===== src/cueh_pkg.sv =====
// package for the control unit error handler: offsets, fields, reset values
// assumes a 32-bit apb master and one clock domain
package cueh_pkg;

  // ==========================================================
  // external register numbers seen by the program
  localparam logic [7:0] XR_FORCE_CHECK = 8'h78;
  localparam logic [7:0] XR_BYPASS_CTL  = 8'h79;
  localparam logic [7:0] XR_SET_MASK    = 8'h7e;
  localparam logic [7:0] XR_RESET_MASK  = 8'h7f;
  localparam logic [3:0] XR_7X_GROUP    = 4'h7;

  // ==========================================================
  // bit positions inside byte 1 of an output halfword
  localparam int BYP_SET_BIT  = 4;
  localparam int BYP_CLR_BIT  = 5;
  localparam int L1_MASK_BIT  = 1;
  localparam int BYTE1_LSB    = 0;

  // ==========================================================
  // control word field marking a maintenance adapter operation
  localparam int MAINT_AIO_BIT = 0;

  // ==========================================================
  // apb register byte addresses
  localparam logic [11:0] ADDR_MAINT_CTL  = 12'h000;
  localparam logic [11:0] ADDR_STATUS     = 12'h004;
  localparam logic [11:0] ADDR_HARD_LATCH = 12'h008;
  localparam logic [11:0] ADDR_PROG_ERR   = 12'h00c;

  // maintenance control fields
  localparam int MC_BYPASS   = 0;
  localparam int MC_BUS_STOP = 1;
  localparam int MC_CLEAR    = 2;
  localparam int MC_FORCED   = 3;

  // hard latch field positions
  localparam int HL_LS_PAR   = 0;
  localparam int HL_Z_PAR    = 1;
  localparam int HL_AB_PAR   = 2;
  localparam int HL_ALU_CMP  = 3;
  localparam int HL_IOD_PAR  = 4;
  localparam int HL_PRE_PAR  = 5;
  localparam int HL_SAR_PAR  = 6;
  localparam int HL_L1_PROG  = 7;
  localparam int HL_BUS_STOP = 8;
  localparam int HL_CTL_PAR  = 9;
  localparam int HL_WIDTH    = 10;

  // program error fields
  localparam int PE_LVL5_IO  = 0;
  localparam int PE_INV_OP   = 1;
  localparam int PE_ADP_PGM  = 2;
  localparam int PE_WIDTH    = 3;

  localparam logic [31:0] RESET_WORD  = 32'h0000_0000;
  localparam logic [6:0]  VALID_OPS   = 7'd53;

  typedef enum logic [1:0] {
    CUEH_RUN     = 2'b00,
    CUEH_STOPPED = 2'b01
  } cueh_state_t;

endpackage


===== src/cueh_error_handler.sv =====
// control unit error handler: detection, classification and reaction
// assumes a 32-bit apb master, one clock; checker inputs are same-domain strobes
`timescale 1ns/1ps
module cueh_error_handler
  import cueh_pkg::*;
#(
  parameter int ADDR_W = 12
) (
  input  wire logic              core_clk,
  input  wire logic              reset_n,
  // apb slave
  input  wire logic              psel,
  input  wire logic              penable,
  input  wire logic              pwrite,
  input  wire logic [ADDR_W-1:0] paddr,
  input  wire logic [31:0]       pwdata,
  output logic                   pready,
  output logic [31:0]            prdata,
  output logic                   pslverr,
  // program instruction stream
  input  wire logic              instr_valid,
  input  wire logic              instr_is_io,
  input  wire logic              instr_is_output,
  input  wire logic [7:0]        instr_ext_reg,
  input  wire logic [15:0]       instr_data,
  input  wire logic              instr_opcode_valid,
  input  wire logic              ext_reg_valid,
  input  wire logic [2:0]        prog_level,
  // checkers
  input  wire logic              ls_read,
  input  wire logic [2:0]        ls_byte_par_err,
  input  wire logic [2:0]        z_byte_par_err,
  input  wire logic              alu_op,
  input  wire logic              a_bus_par_err,
  input  wire logic              b_bus_par_err,
  input  wire logic              a_bus_degate,
  input  wire logic              b_bus_degate,
  input  wire logic [7:0]        alu_result_a,
  input  wire logic [7:0]        alu_result_b,
  input  wire logic              alu_par_in,
  input  wire logic              io_dreg_load,
  input  wire logic              io_dreg_from_bus,
  input  wire logic              io_dreg_par_err,
  input  wire logic              prefetch_xfer,
  input  wire logic              prefetch_par_err,
  input  wire logic              storage_addr_reg_par_err,
  input  wire logic              control_store_par_err,
  // adapter side
  input  wire logic              adapter_err,
  input  wire logic              adapter_bus_err,
  input  wire logic              adapter_user_maint_io,
  input  wire logic              adapter_aio,
  input  wire logic [1:0]        cycle_steal_control_word,
  input  wire logic              channel_control_word_done,
  input  wire logic              adapter_l1_req,
  // maintenance indirect and direct operations
  input  wire logic              maint_indirect_start,
  input  wire logic              maint_direct_start,
  input  wire logic              maint_busy,
  // reactions
  output logic                   alu_par_out,
  output logic                   alu_compare_force,
  output logic                   prog_halt,
  output logic                   aio_halt,
  output logic                   hard_stop,
  output logic                   indirect_allowed,
  output logic                   direct_allowed,
  output logic                   high_level_interrupt_request,
  output logic                   level1_irq,
  output logic                   adapter_halt,
  output logic                   mask_channel_req,
  output logic                   adapter_bus_par_check,
  output logic                   op_error
);

  // ==========================================================
  // decode helpers
  function automatic logic out_to(input logic [7:0] reg_no);
    out_to = instr_valid && instr_is_io && instr_is_output && (instr_ext_reg == reg_no);
  endfunction

  function automatic logic apb_wr(input logic [ADDR_W-1:0] a);
    apb_wr = psel && penable && pwrite && (paddr == a);
  endfunction

  // ==========================================================
  // mode controls
  logic              prog_bypass_q;
  logic              maint_bypass_q;
  logic              maint_bus_stop_q;
  logic              l1_adapter_mask_q;
  logic              force_q;
  logic              bypass_mode;
  logic              maint_clear;
  logic [7:0]        byte1;

  assign byte1       = instr_data[7:0];
  assign maint_clear = apb_wr(ADDR_MAINT_CTL) && pwdata[MC_CLEAR];
  assign bypass_mode = (maint_bypass_q || prog_bypass_q)
                       && !(maint_bus_stop_q && !maint_bypass_q);

  always_ff @(posedge core_clk or negedge reset_n) begin
    if (!reset_n) begin
      prog_bypass_q <= 1'b0;
    end else if (out_to(XR_BYPASS_CTL) && byte1[BYP_SET_BIT]) begin
      prog_bypass_q <= 1'b1;
    end else if (out_to(XR_BYPASS_CTL) && byte1[BYP_CLR_BIT]) begin
      prog_bypass_q <= 1'b0;
    end
  end

  always_ff @(posedge core_clk or negedge reset_n) begin
    if (!reset_n) begin
      maint_bypass_q   <= 1'b0;
      maint_bus_stop_q <= 1'b0;
    end else if (apb_wr(ADDR_MAINT_CTL)) begin
      maint_bypass_q   <= pwdata[MC_BYPASS];
      maint_bus_stop_q <= pwdata[MC_BUS_STOP];
    end
  end

  always_ff @(posedge core_clk or negedge reset_n) begin
    if (!reset_n) begin
      l1_adapter_mask_q <= 1'b0;
    end else if (out_to(XR_SET_MASK) && byte1[L1_MASK_BIT]) begin
      l1_adapter_mask_q <= 1'b1;
    end else if (out_to(XR_RESET_MASK) && byte1[L1_MASK_BIT]) begin
      l1_adapter_mask_q <= 1'b0;
    end
  end

  // one-cycle forced check per output 78
  always_ff @(posedge core_clk or negedge reset_n) begin
    if (!reset_n) begin
      force_q <= 1'b0;
    end else begin
      force_q <= out_to(XR_FORCE_CHECK);
    end
  end

  assign alu_compare_force = force_q;
  // inverted parity exercises the downstream checkers
  assign alu_par_out       = alu_par_in ^ force_q;

  // ==========================================================
  // hard error detection
  logic [HL_WIDTH-1:0] hard_det;
  logic                in_7x;
  logic                prog_err_any;
  logic [PE_WIDTH-1:0] prog_det;
  logic                maint_aio;
  logic                bus_err_hard;

  assign in_7x     = instr_valid && instr_is_io && !instr_is_output
                     && (instr_ext_reg[7:4] == XR_7X_GROUP);
  assign maint_aio = adapter_aio && cycle_steal_control_word[MAINT_AIO_BIT];
  assign bus_err_hard = maint_bus_stop_q && adapter_bus_err;

  assign prog_det[PE_LVL5_IO] = instr_valid && instr_is_io && (prog_level == 3'd5);
  assign prog_det[PE_INV_OP]  = instr_valid && (!instr_opcode_valid
                                || (instr_is_io && !ext_reg_valid));
  assign prog_det[PE_ADP_PGM] = 1'b0;
  assign prog_err_any = |prog_det;

  always_comb begin
    hard_det = '0;
    hard_det[HL_LS_PAR]   = ls_read && (ls_byte_par_err[0] || ls_byte_par_err[1]);
    hard_det[HL_Z_PAR]    = (|z_byte_par_err) && !in_7x;
    hard_det[HL_AB_PAR]   = alu_op && ((a_bus_par_err && !a_bus_degate)
                            || (b_bus_par_err && !b_bus_degate));
    hard_det[HL_ALU_CMP]  = (alu_result_a != alu_result_b) || force_q;
    hard_det[HL_IOD_PAR]  = io_dreg_load && io_dreg_par_err && !io_dreg_from_bus;
    hard_det[HL_PRE_PAR]  = prefetch_xfer && prefetch_par_err;
    hard_det[HL_SAR_PAR]  = storage_addr_reg_par_err;
    hard_det[HL_L1_PROG]  = prog_err_any && (prog_level == 3'd1);
    hard_det[HL_BUS_STOP] = bus_err_hard;
    hard_det[HL_CTL_PAR]  = control_store_par_err;
  end

  assign adapter_bus_par_check = io_dreg_load && io_dreg_from_bus && io_dreg_par_err;

  // ==========================================================
  // hard latches and stop state
  logic [HL_WIDTH-1:0] hard_latch_q;
  logic                forced_q;
  logic                l1_queued_q;
  cueh_state_t         state_q;
  logic                hard_check;

  assign hard_check = |hard_det;

  // latches survive until maintenance clear; set wins over clear
  always_ff @(posedge core_clk or negedge reset_n) begin
    if (!reset_n) begin
      hard_latch_q <= '0;
    end else begin
      hard_latch_q <= (maint_clear ? '0 : hard_latch_q) | hard_det;
    end
  end

  // remembers whether the latched error came from the forced path
  always_ff @(posedge core_clk or negedge reset_n) begin
    if (!reset_n) begin
      forced_q <= 1'b0;
    end else if (hard_check) begin
      forced_q <= force_q && (hard_det == (HL_WIDTH'(1) << HL_ALU_CMP));
    end else if (maint_clear) begin
      forced_q <= 1'b0;
    end
  end

  always_ff @(posedge core_clk or negedge reset_n) begin
    if (!reset_n) begin
      state_q <= CUEH_RUN;
    end else begin
      unique case (state_q)
        CUEH_RUN: begin
          if (hard_check && !bypass_mode) begin
            state_q <= CUEH_STOPPED;
          end
        end
        CUEH_STOPPED: begin
          // a fresh hard check outside bypass mode in the clearing cycle keeps the unit stopped
          if (maint_clear && !(hard_check && !bypass_mode)) begin
            state_q <= CUEH_RUN;
          end
        end
        default: state_q <= CUEH_RUN;
      endcase
    end
  end

  // queued level 1 for hard checks; released only in bypass
  always_ff @(posedge core_clk or negedge reset_n) begin
    if (!reset_n) begin
      l1_queued_q <= 1'b0;
    end else if (hard_check) begin
      l1_queued_q <= 1'b1;
    end else if (maint_clear || (l1_queued_q && bypass_mode)) begin
      l1_queued_q <= 1'b0;
    end
  end

  logic stopped;
  assign stopped          = (state_q == CUEH_STOPPED);
  assign prog_halt        = stopped;
  assign aio_halt         = stopped;
  assign hard_stop        = stopped;
  assign mask_channel_req = stopped;
  assign direct_allowed   = 1'b1;
  assign indirect_allowed = !stopped || bypass_mode;

  // ==========================================================
  // non-hard reactions, routed to the originating user
  logic adp_prog_err;
  logic adp_maint_err;
  logic adp_maint_aio_err;

  assign adp_prog_err      = adapter_err && !bus_err_hard && !adapter_user_maint_io && !maint_aio;
  assign adp_maint_err     = adapter_err && !bus_err_hard && adapter_user_maint_io;
  assign adp_maint_aio_err = adapter_err && !bus_err_hard && maint_aio;

  // registered reactions
  logic high_level_interrupt_request_q;
  logic l1_q;
  logic halt_q;
  logic op_err_q;

  always_ff @(posedge core_clk or negedge reset_n) begin
    if (!reset_n) begin
      high_level_interrupt_request_q <= 1'b0;
    end else begin
      high_level_interrupt_request_q <= (hard_check && !bypass_mode)
                || adp_maint_err
                || (adp_maint_aio_err && channel_control_word_done)
                || (maint_indirect_start && maint_busy);
    end
  end

  always_ff @(posedge core_clk or negedge reset_n) begin
    if (!reset_n) begin
      l1_q <= 1'b0;
    end else begin
      l1_q <= (prog_err_any && (prog_level != 3'd1))
              || adp_prog_err
              || (adapter_l1_req && !l1_adapter_mask_q && !adp_maint_err)
              || (l1_queued_q && bypass_mode);
    end
  end

  // non-hard errors never touch the stop state
  always_ff @(posedge core_clk or negedge reset_n) begin
    if (!reset_n) begin
      halt_q <= 1'b0;
    end else begin
      halt_q <= adapter_err || bus_err_hard
                || (stopped && adapter_aio);
    end
  end

  always_ff @(posedge core_clk or negedge reset_n) begin
    if (!reset_n) begin
      op_err_q <= 1'b0;
    end else if (maint_indirect_start && maint_busy) begin
      op_err_q <= 1'b1;
    end else if (maint_clear) begin
      op_err_q <= 1'b0;
    end
  end

  assign high_level_interrupt_request = high_level_interrupt_request_q;
  assign level1_irq                   = l1_q;
  assign adapter_halt                 = halt_q;
  assign op_error                     = op_err_q;

  // ==========================================================
  // program-visible error record
  logic [PE_WIDTH-1:0] prog_err_q;

  always_ff @(posedge core_clk or negedge reset_n) begin
    if (!reset_n) begin
      prog_err_q <= '0;
    end else begin
      prog_err_q <= (maint_clear ? '0 : prog_err_q) | prog_det
                    | {adp_prog_err, 2'b00};
    end
  end

  // ==========================================================
  // apb slave, zero wait states
  logic [31:0] rdata_d;

  always_comb begin
    rdata_d = RESET_WORD;
    unique case (paddr)
      ADDR_MAINT_CTL:  rdata_d = {28'h0, forced_q, 1'b0, maint_bus_stop_q, maint_bypass_q};
      ADDR_STATUS:     rdata_d = {25'h0, op_err_q, l1_adapter_mask_q, l1_queued_q,
                                  prog_bypass_q, bypass_mode, stopped, 1'b0};
      ADDR_HARD_LATCH: rdata_d = {22'h0, hard_latch_q};
      ADDR_PROG_ERR:   rdata_d = {29'h0, prog_err_q};
      default:         rdata_d = RESET_WORD;
    endcase
  end

  assign pready  = 1'b1;
  assign pslverr = psel && penable && !(paddr == ADDR_MAINT_CTL || paddr == ADDR_STATUS
                   || paddr == ADDR_HARD_LATCH || paddr == ADDR_PROG_ERR);

  // program-side readout of genuine latches is not offered; apb is maintenance only
  always_ff @(posedge core_clk or negedge reset_n) begin
    if (!reset_n) begin
      prdata <= RESET_WORD;
    end else if (psel && !penable && !pwrite) begin
      prdata <= rdata_d;
    end
  end

endmodule // cueh_error_handler


===== config.mk =====
export PLATFORM = sky130hd
export DESIGN_NAME = cueh_error_handler
export DESIGN_NICKNAME = d
export VERILOG_FILES = /design/src/cueh_pkg.sv /design/src/cueh_error_handler.sv
export SDC_FILE = /design/constraint.sdc
export NUM_CORES = 1
export LEC_CHECK = 0
export BUFFER_PORTS_ARGS = -buffer_cell sky130_fd_sc_hd__buf_2
export CAP_MARGIN = 25
export CORE_ASPECT_RATIO = 0.5
export CORE_MARGIN = 2
export CORE_UTILIZATION = 38
export DETAILED_ROUTE_END_ITERATION = 12
export PLACE_DENSITY = 0.85
export SLEW_MARGIN = 20
export SYNTH_ARGS = -nofsm -noshare
export SYNTH_HDL_FRONTEND = slang
export SYNTH_SLANG_ARGS = --single-unit

===== constraint.sdc =====
create_clock -name core_clk -period 1.8 [get_ports core_clk]
set_input_delay 0.09 -clock core_clk [delete_from_list [all_inputs] [get_ports core_clk]]
set_output_delay 0.09 -clock core_clk [all_outputs]
set_load 0.02 [all_outputs]

==> results of run 1 <==
==> sequential cells by signal, indices dropped and copies added, names as in the netlist <==
register,flops
l1_adapter_mask_q,1
prdata,10
maint_bypass_q,1
hard_latch_q,10
adapter_halt,1
l1_queued_q,1
prog_err_q,3
state_q,1
prog_bypass_q,1
forced_q,1
alu_compare_force,1
high_level_interrupt_request,1
maint_bus_stop_q,1
op_error,1
level1_irq,1
==> layer usage <==
layer  up-vias  track usage  wire [um]
li1        883            -          -
met1       849       0.1890       1968
met2        76       0.3013       2390
met3        15      0.04368        315
met4         0      0.08349        116
met5         -            0          0
==> where the power goes <==
part,switching (uW),internal (uW)
clock,290,269
combinational,155,118
sequential,6.94,798
total,452,1180
==> cells by family (layout without fill, tap and decap cells) <==
| logic type | after synthesis | after routing | share of synthesized area |
|---|---|---|---|
| flops | 35 | 35 | 0.4389 |
| xor+xnor | 9 | 9 | 0.03950 |
| other cells | 2 | 24 | 0.003763 |
| simple gates | 77 | 77 | 0.2245 |
| compound gates | 38 | 38 | 0.1392 |
| buf+inv | 34 | 124 | 0.1160 |
| mux | 6 | 6 | 0.03824 |
==> path summary, 6_finish.rpt <==
kind,from,endpoint,slack [ps],cells past startpoint
max,control_store_par_err,high_level_interrupt_request$_DFF_PN0_,170,7
min,storage_addr_reg_par_err,hard_latch_q[6]$_DFF_PN0_,6,2
max in group asynchronous,reset_n,hard_latch_q[9]$_DFF_PN0_,920,2
min reg2reg,prdata[1]$_DFFE_PN0P_,prdata[1]$_DFFE_PN0P_,480,2
min in group asynchronous,reset_n,hard_latch_q[0]$_DFF_PN0_,410,2
max reg2reg,maint_bus_stop_q$_DFFE_PN0P_,high_level_interrupt_request$_DFF_PN0_,190,5
==> synth_stat cells, drive strengths merged (2+ instances only) <==
master and n:
a22o 5, and4 2, a31oi 2, or3b 2
xor2 2, o21ai 5, a21oi 6, a21o 9
inv 3, dfrtp 35, conb 2, clkbuf 2
buf 29, mux2 3, nor4 3, and3 2
a211oi 3, nand2 34, or4 2, xnor2 7
nand2b 3, nor3b 3, a221o 3, nor2 5
nand3 8, nor2b 3, nand4 5, mux2i 2
==> critical path, delay by kind of cell <==
family	cells	cell delay (ps)
buffers and inverters	2	670
AO/OA/AOI/OAI	3	620
AND/OR/NAND/NOR	2	420
==> layout make-up <==
| type | instances | area (um^2) | area share |
|---|---|---|---|
| Multi-Input combinational cell | 154 | 977.2 | 0.3710 |
| Sequential cell | 35 | 875.8 | 0.3325 |
| Timing Repair Buffer | 113 | 593.1 | 0.2252 |
| Tap cell | 70 | 87.58 | 0.03325 |
| Clock buffer | 5 | 68.82 | 0.02613 |
| Clock inverter | 3 | 20.02 | 0.007601 |
| Inverter | 3 | 11.26 | 0.004276 |
==> through the flow <==
step,utilization,setup WS (ps)
final,0.5268,166.3
after global routing,0.5268,22.56
after CTS,0.5255,60.61
after detailed placement,0.5018,15.81
after global placement,0.5018,42.41
after floorplan,-,62.08
==> timing repair <==
item,4_1_cts,5_1_grt
hold endpoints to repair,37,0
gates resized for setup,0,1
setup endpoints to repair,0,1
hold buffers,3,0
==> run summary, run 1 <==
Synth area leaders: dfrtp_1 (44%), buf_4 (10%), nand2_1 (6.2%)
Routed len/inst: 12.51 um
Final Max Tran Viols: 0
H-tree levels: 2
Part of the cycle the worst path needs: 0.9076
DRC: 0
Area growth, synth to finish: 31.98%
Non-Filler Instances: 383
Hold Crit Class: in -> reg
Setup TNS Final: 0 ps
Critical Path Source Type: input pin
Die Y: 55.25 um
Asr flop ratio synth: 1.000
Worst relative slew slack: 0.4979
Detailed placer's ending HPWL: 4.021 mm
DRT antenna net count: 0
Total of max-cap violations: 0
EDFF count, synth: 0
Final #Nets: 440
Fillers: 435
Core ar.: 0.005000 mm^2
Synth area leader: dfrtp_1
Max VDD drop: 0.0003339 V
Largest net degree at the start of global routing: 36
First-pass GRT wire length: 7.879 mm
Fmax: 612.1 MHz
WP data arrival: 1800 ps
Post-synthesis register bit count: 35
Critical path fanouts, max: 3
# IOs: 175
GRT Residual Overflow: 0
Tot GR Track Use: 0.1690
Clk buf depth: 2
Critical path capture point type: register
Row count: 18
Pwr/cell area: 621.4 mW/mm^2
Vias: 1823
Post-CTS Setup Bufs: 0
Worst-Margin Slew: 753.1 ps
Die X: 106.5 um
Netlist cell types: 45
Clk slew on worst S/H paths: 70 ps
Clock Latency Late Sink: 290 ps
Cell Chain, Critical Path: dlygate4sd3_1, buf_2, a211oi_1, nand4_1, nor4_2, a21oi_1, a211o_1
N_diodes: 0
Worst path max stage delay: 540 ps
Req. time, crit path: 1970 ps
Starting density of the core: 0.3991
Mean post-synth cell area: 9.929 um^2
Final setup fails: 0
Vias in the first global route: 1836
Outcome: completed
Final Skew: 4.482 ps
DR iter-0 viols: 67
Slowest stage cell, crit path: dlygate4sd3_1
CTS buffer count: 5
TritonCTS Sinks: 35
Fin area: 0.002634 mm^2
Die area: 0.005883 mm^2
Minimum clock period: 1634 ps
Area after DPL: 0.002509 mm^2
Share of cells above drive strength 1: 0.4345
Most common cell after layout, fill and taps aside: buf_2
Pwr Total: 1637 uW
Clock Root Buffer: clkbuf_8
Total Routed Length: 4.790 mm
Syn Std Cell Area: 0.001996 mm^2
Hold slack: 6.077 ps
RSZ-0062 raised after global routing: false
Most frequent cells in the layout: buf_2 (105), dfrtp_1 (35), nand2_1 (33)
Main synth FF type: dfrtp_1
Post-synth top area share: 0.4389
CTS tree: yes
IO buf count: 105
DP Cell Count: 372
Yosys warning count: 0
Static Leak: 0.001329 uW
Sequential element share of the synthesized area: 0.4389
Synth Instances: 201
Final Hold Fails: 0
Initial antenna violation count: 0
Setup CP Type: in -> reg
DRT Pass-1 Iters: 4
Vias per cell: 4.760
GPL Wtd Cong: 0.8428
Note: power is estimated with default switching activity, not from simulation.
==> run 2: changes to the inputs <==
Settings changed: PLACE_DENSITY 0.85 to 0.86.
==> run summary, run 2 (synthesis gave the netlist of run 1 again) <==
TritonCTS Sinks: 35 (unchanged)
Crit path from: storage_addr_reg_par_err
Area of the multi-input gates: 977.2 um^2 (unchanged)
Max VDD drop: 0.0003442 V (+3.1%)
Vias per cell: 4.953 (+4.1%)
Core ar.: 0.005000 mm^2 (unchanged)
Setup CP Type: in -> reg
CTS tree: yes
DRC: 0 (unchanged)
Req. time, crit path: 1970 ps (about the same)
Most common cell after layout, fill and taps aside: buf_2
Most frequent cells in the layout: buf_2 (105), dfrtp_1 (35), nand2_1 (33)
Initial antenna violation count: 0 (unchanged)
Vias: 1897 (+4.1%)
Worst relative slew slack: 0.5032 (+0.005311)
Final Skew: 5.703 ps (+1.221 ps)
R2R Path Start: maint_bus_stop_q$_DFFE_PN0P_
Dpl ws: -2.542 ps (-18.35 ps)
Final setup fails: 0 (unchanged)
Die area: 0.005883 mm^2 (unchanged)
Busiest grt layer: met2
CTS buffer count: 5 (unchanged)
Final Hold Fails: 0 (unchanged)
Vias in the first global route: 1839 (+0.16%)
Clk buf depth: 2 (unchanged)
H-tree levels: 2 (unchanged)
N_diodes: 0 (unchanged)
Worst R2R End: high_level_interrupt_request$_DFF_PN0_
Cell Chain, Critical Path: dlygate4sd3_1, buf_2, a211oi_1, nand4_1, nor4_2, a21oi_1, a211o_1
Share of cells above drive strength 1: 0.4345 (unchanged)
Static Leak: 0.001347 uW (+1.4%)
Hold path start: control_store_par_err
Hold path depth: 2 (unchanged)
Post-CTS Setup Bufs: 0 (unchanged)
Row count: 18 (unchanged)
Critical Path Source Type: input pin
GR Layer Usage met2: 0.3315 (+0.03022)
First-pass GRT wire length: 8.383 mm (+6.4%)
Outcome: completed
Clock Latency Late Sink: 290 ps (about the same)
Met1 global-route usage: 0.2051 (+0.01610)
Routed len/inst: 13.36 um (+6.8%)
GRT Residual Overflow: 0 (unchanged)
Minimum clock period: 1634 ps (+0.6710 ps)
Largest registers: hard_latch_q: 10 flops, prdata: 10 flops, prog_err_q: 3 flops
Hold Crit Class: in -> reg
IO buf count: 105 (unchanged)
Hold endpoint: hard_latch_q[9]$_DFF_PN0_
Slowest stage cell, crit path: dlygate4sd3_1
Detailed placer's ending HPWL: 4.228 mm (+5.1%)
Setup ws final: 165.6 ps (-0.6710 ps)
Critical path capture point type: register
Part of the cycle the worst path needs: 0.9080 (about the same)
Clock Root Buffer: clkbuf_8
WP data arrival: 1800 ps (about the same)
RSZ-0062 raised after global routing: false
Tot GR Track Use: 0.1821 (+0.01313)
Die X: 106.5 um (unchanged)
GPL Wtd Cong: 0.8592 (+1.9%)
Worst path max stage delay: 540 ps (about the same)
Met3 GRT Util: 0.04723 (+0.003542)
R2r worst-path depth: 5 (unchanged)
Area growth, synth to finish: 33.17%
Top delay family on crit path: buffers and inverters
CP Buf/Inv Count: 2 (unchanged)
Largest net degree at the start of global routing: 36 (unchanged)
Total of max-cap violations: 0 (unchanged)
Final Max Tran Viols: 0 (unchanged)
Fmax: 611.9 MHz (about the same)
Starting density of the core: 0.3991 (unchanged)
R2R Setup Slk: 220 ps (+30 ps)
Clk slew on worst S/H paths: 70 ps (about the same)
Fillers: 429 (-1.4%)
Reg area: 875.8 um^2 (unchanged)
Worst-Margin Slew: 745.1 ps (-7.967 ps)
Critical path fanouts, max: 3 (unchanged)
Final #Nets: 440 (unchanged)
DRT antenna net count: 0 (unchanged)
DR iter-0 viols: 122 (+82%)
Pwr/cell area: 668.9 mW/mm^2 (+7.6%)
Setup TNS Final: 0 ps (unchanged)
Die Y: 55.25 um (unchanged)
DRT Pass-1 Iters: 4 (unchanged)
Total Routed Length: 5.116 mm (+6.8%)
# IOs: 175 (unchanged)
==> run 2: final cells by class <==
type                       instances  share of cell area
tap                               70             0.03296
multi-input combinational        154              0.3677
clock inverter                     3             0.01648
clock buffer                       5             0.02589
sequential                        35              0.3296
timing repair buffer             113              0.2232
inverter                           3            0.004237
==> run 2: worst max-delay path by stage <==
| stage | to | cells after the start | slack (ps) |
|---|---|---|---|
| 2_1_floorplan | hard_latch_q[1]$_DFF_PN0_ | 5 | 60 |
| 3_3_place_gp | prdata[4]$_DFFE_PN0P_ | 7 | 50 |
| 3_5_place_dp | prdata[6]$_DFFE_PN0P_ | 7 | -3 |
| 4_1_cts | high_level_interrupt_request$_DFF_PN0_ | 7 | 80 |
| 5_1_grt | high_level_interrupt_request$_DFF_PN0_ | 7 | 120 |
| 6_report | high_level_interrupt_request$_DFF_PN0_ | 7 | 170 |
==> run 2: where the power goes <==
part	switching [uW]	total [uW]	internal, uW
Combinational	160	278	118
Sequential	7.98	806	798
Clock	282	694	412
Total	450	1780	1330
==> run 2: per-layer routing <==
layer / vias up / routed length, um / share of wire
li1: 882 / - / -
met4: 0 / 89 / 0.017
met5: - / 0 / 0
met1: 902 / 1887 / 0.37
met3: 11 / 439 / 0.086
met2: 102 / 2700 / 0.53
==> run 2: stage by stage <==
stage	area, um^2	cells	hold WS (ps)	power (uW)	utilization
global route	2658	383	7.236	1862	0.5315
finish	2658	383	15.32	1778	0.5315
CTS	2651	383	1.949	1788	0.5303
detailed placement	2509	372	194.1	1089	0.5018
floorplan	2078	223	-205.6	989.2	-
global placement	2509	372	186.4	1078	0.5018
==> run 2: timing repair <==
action,CTS,global route
hold endpoints to repair,37,0
gates resized for setup,0,1
hold buffers,3,0
endpoints found under the setup margin,0,1
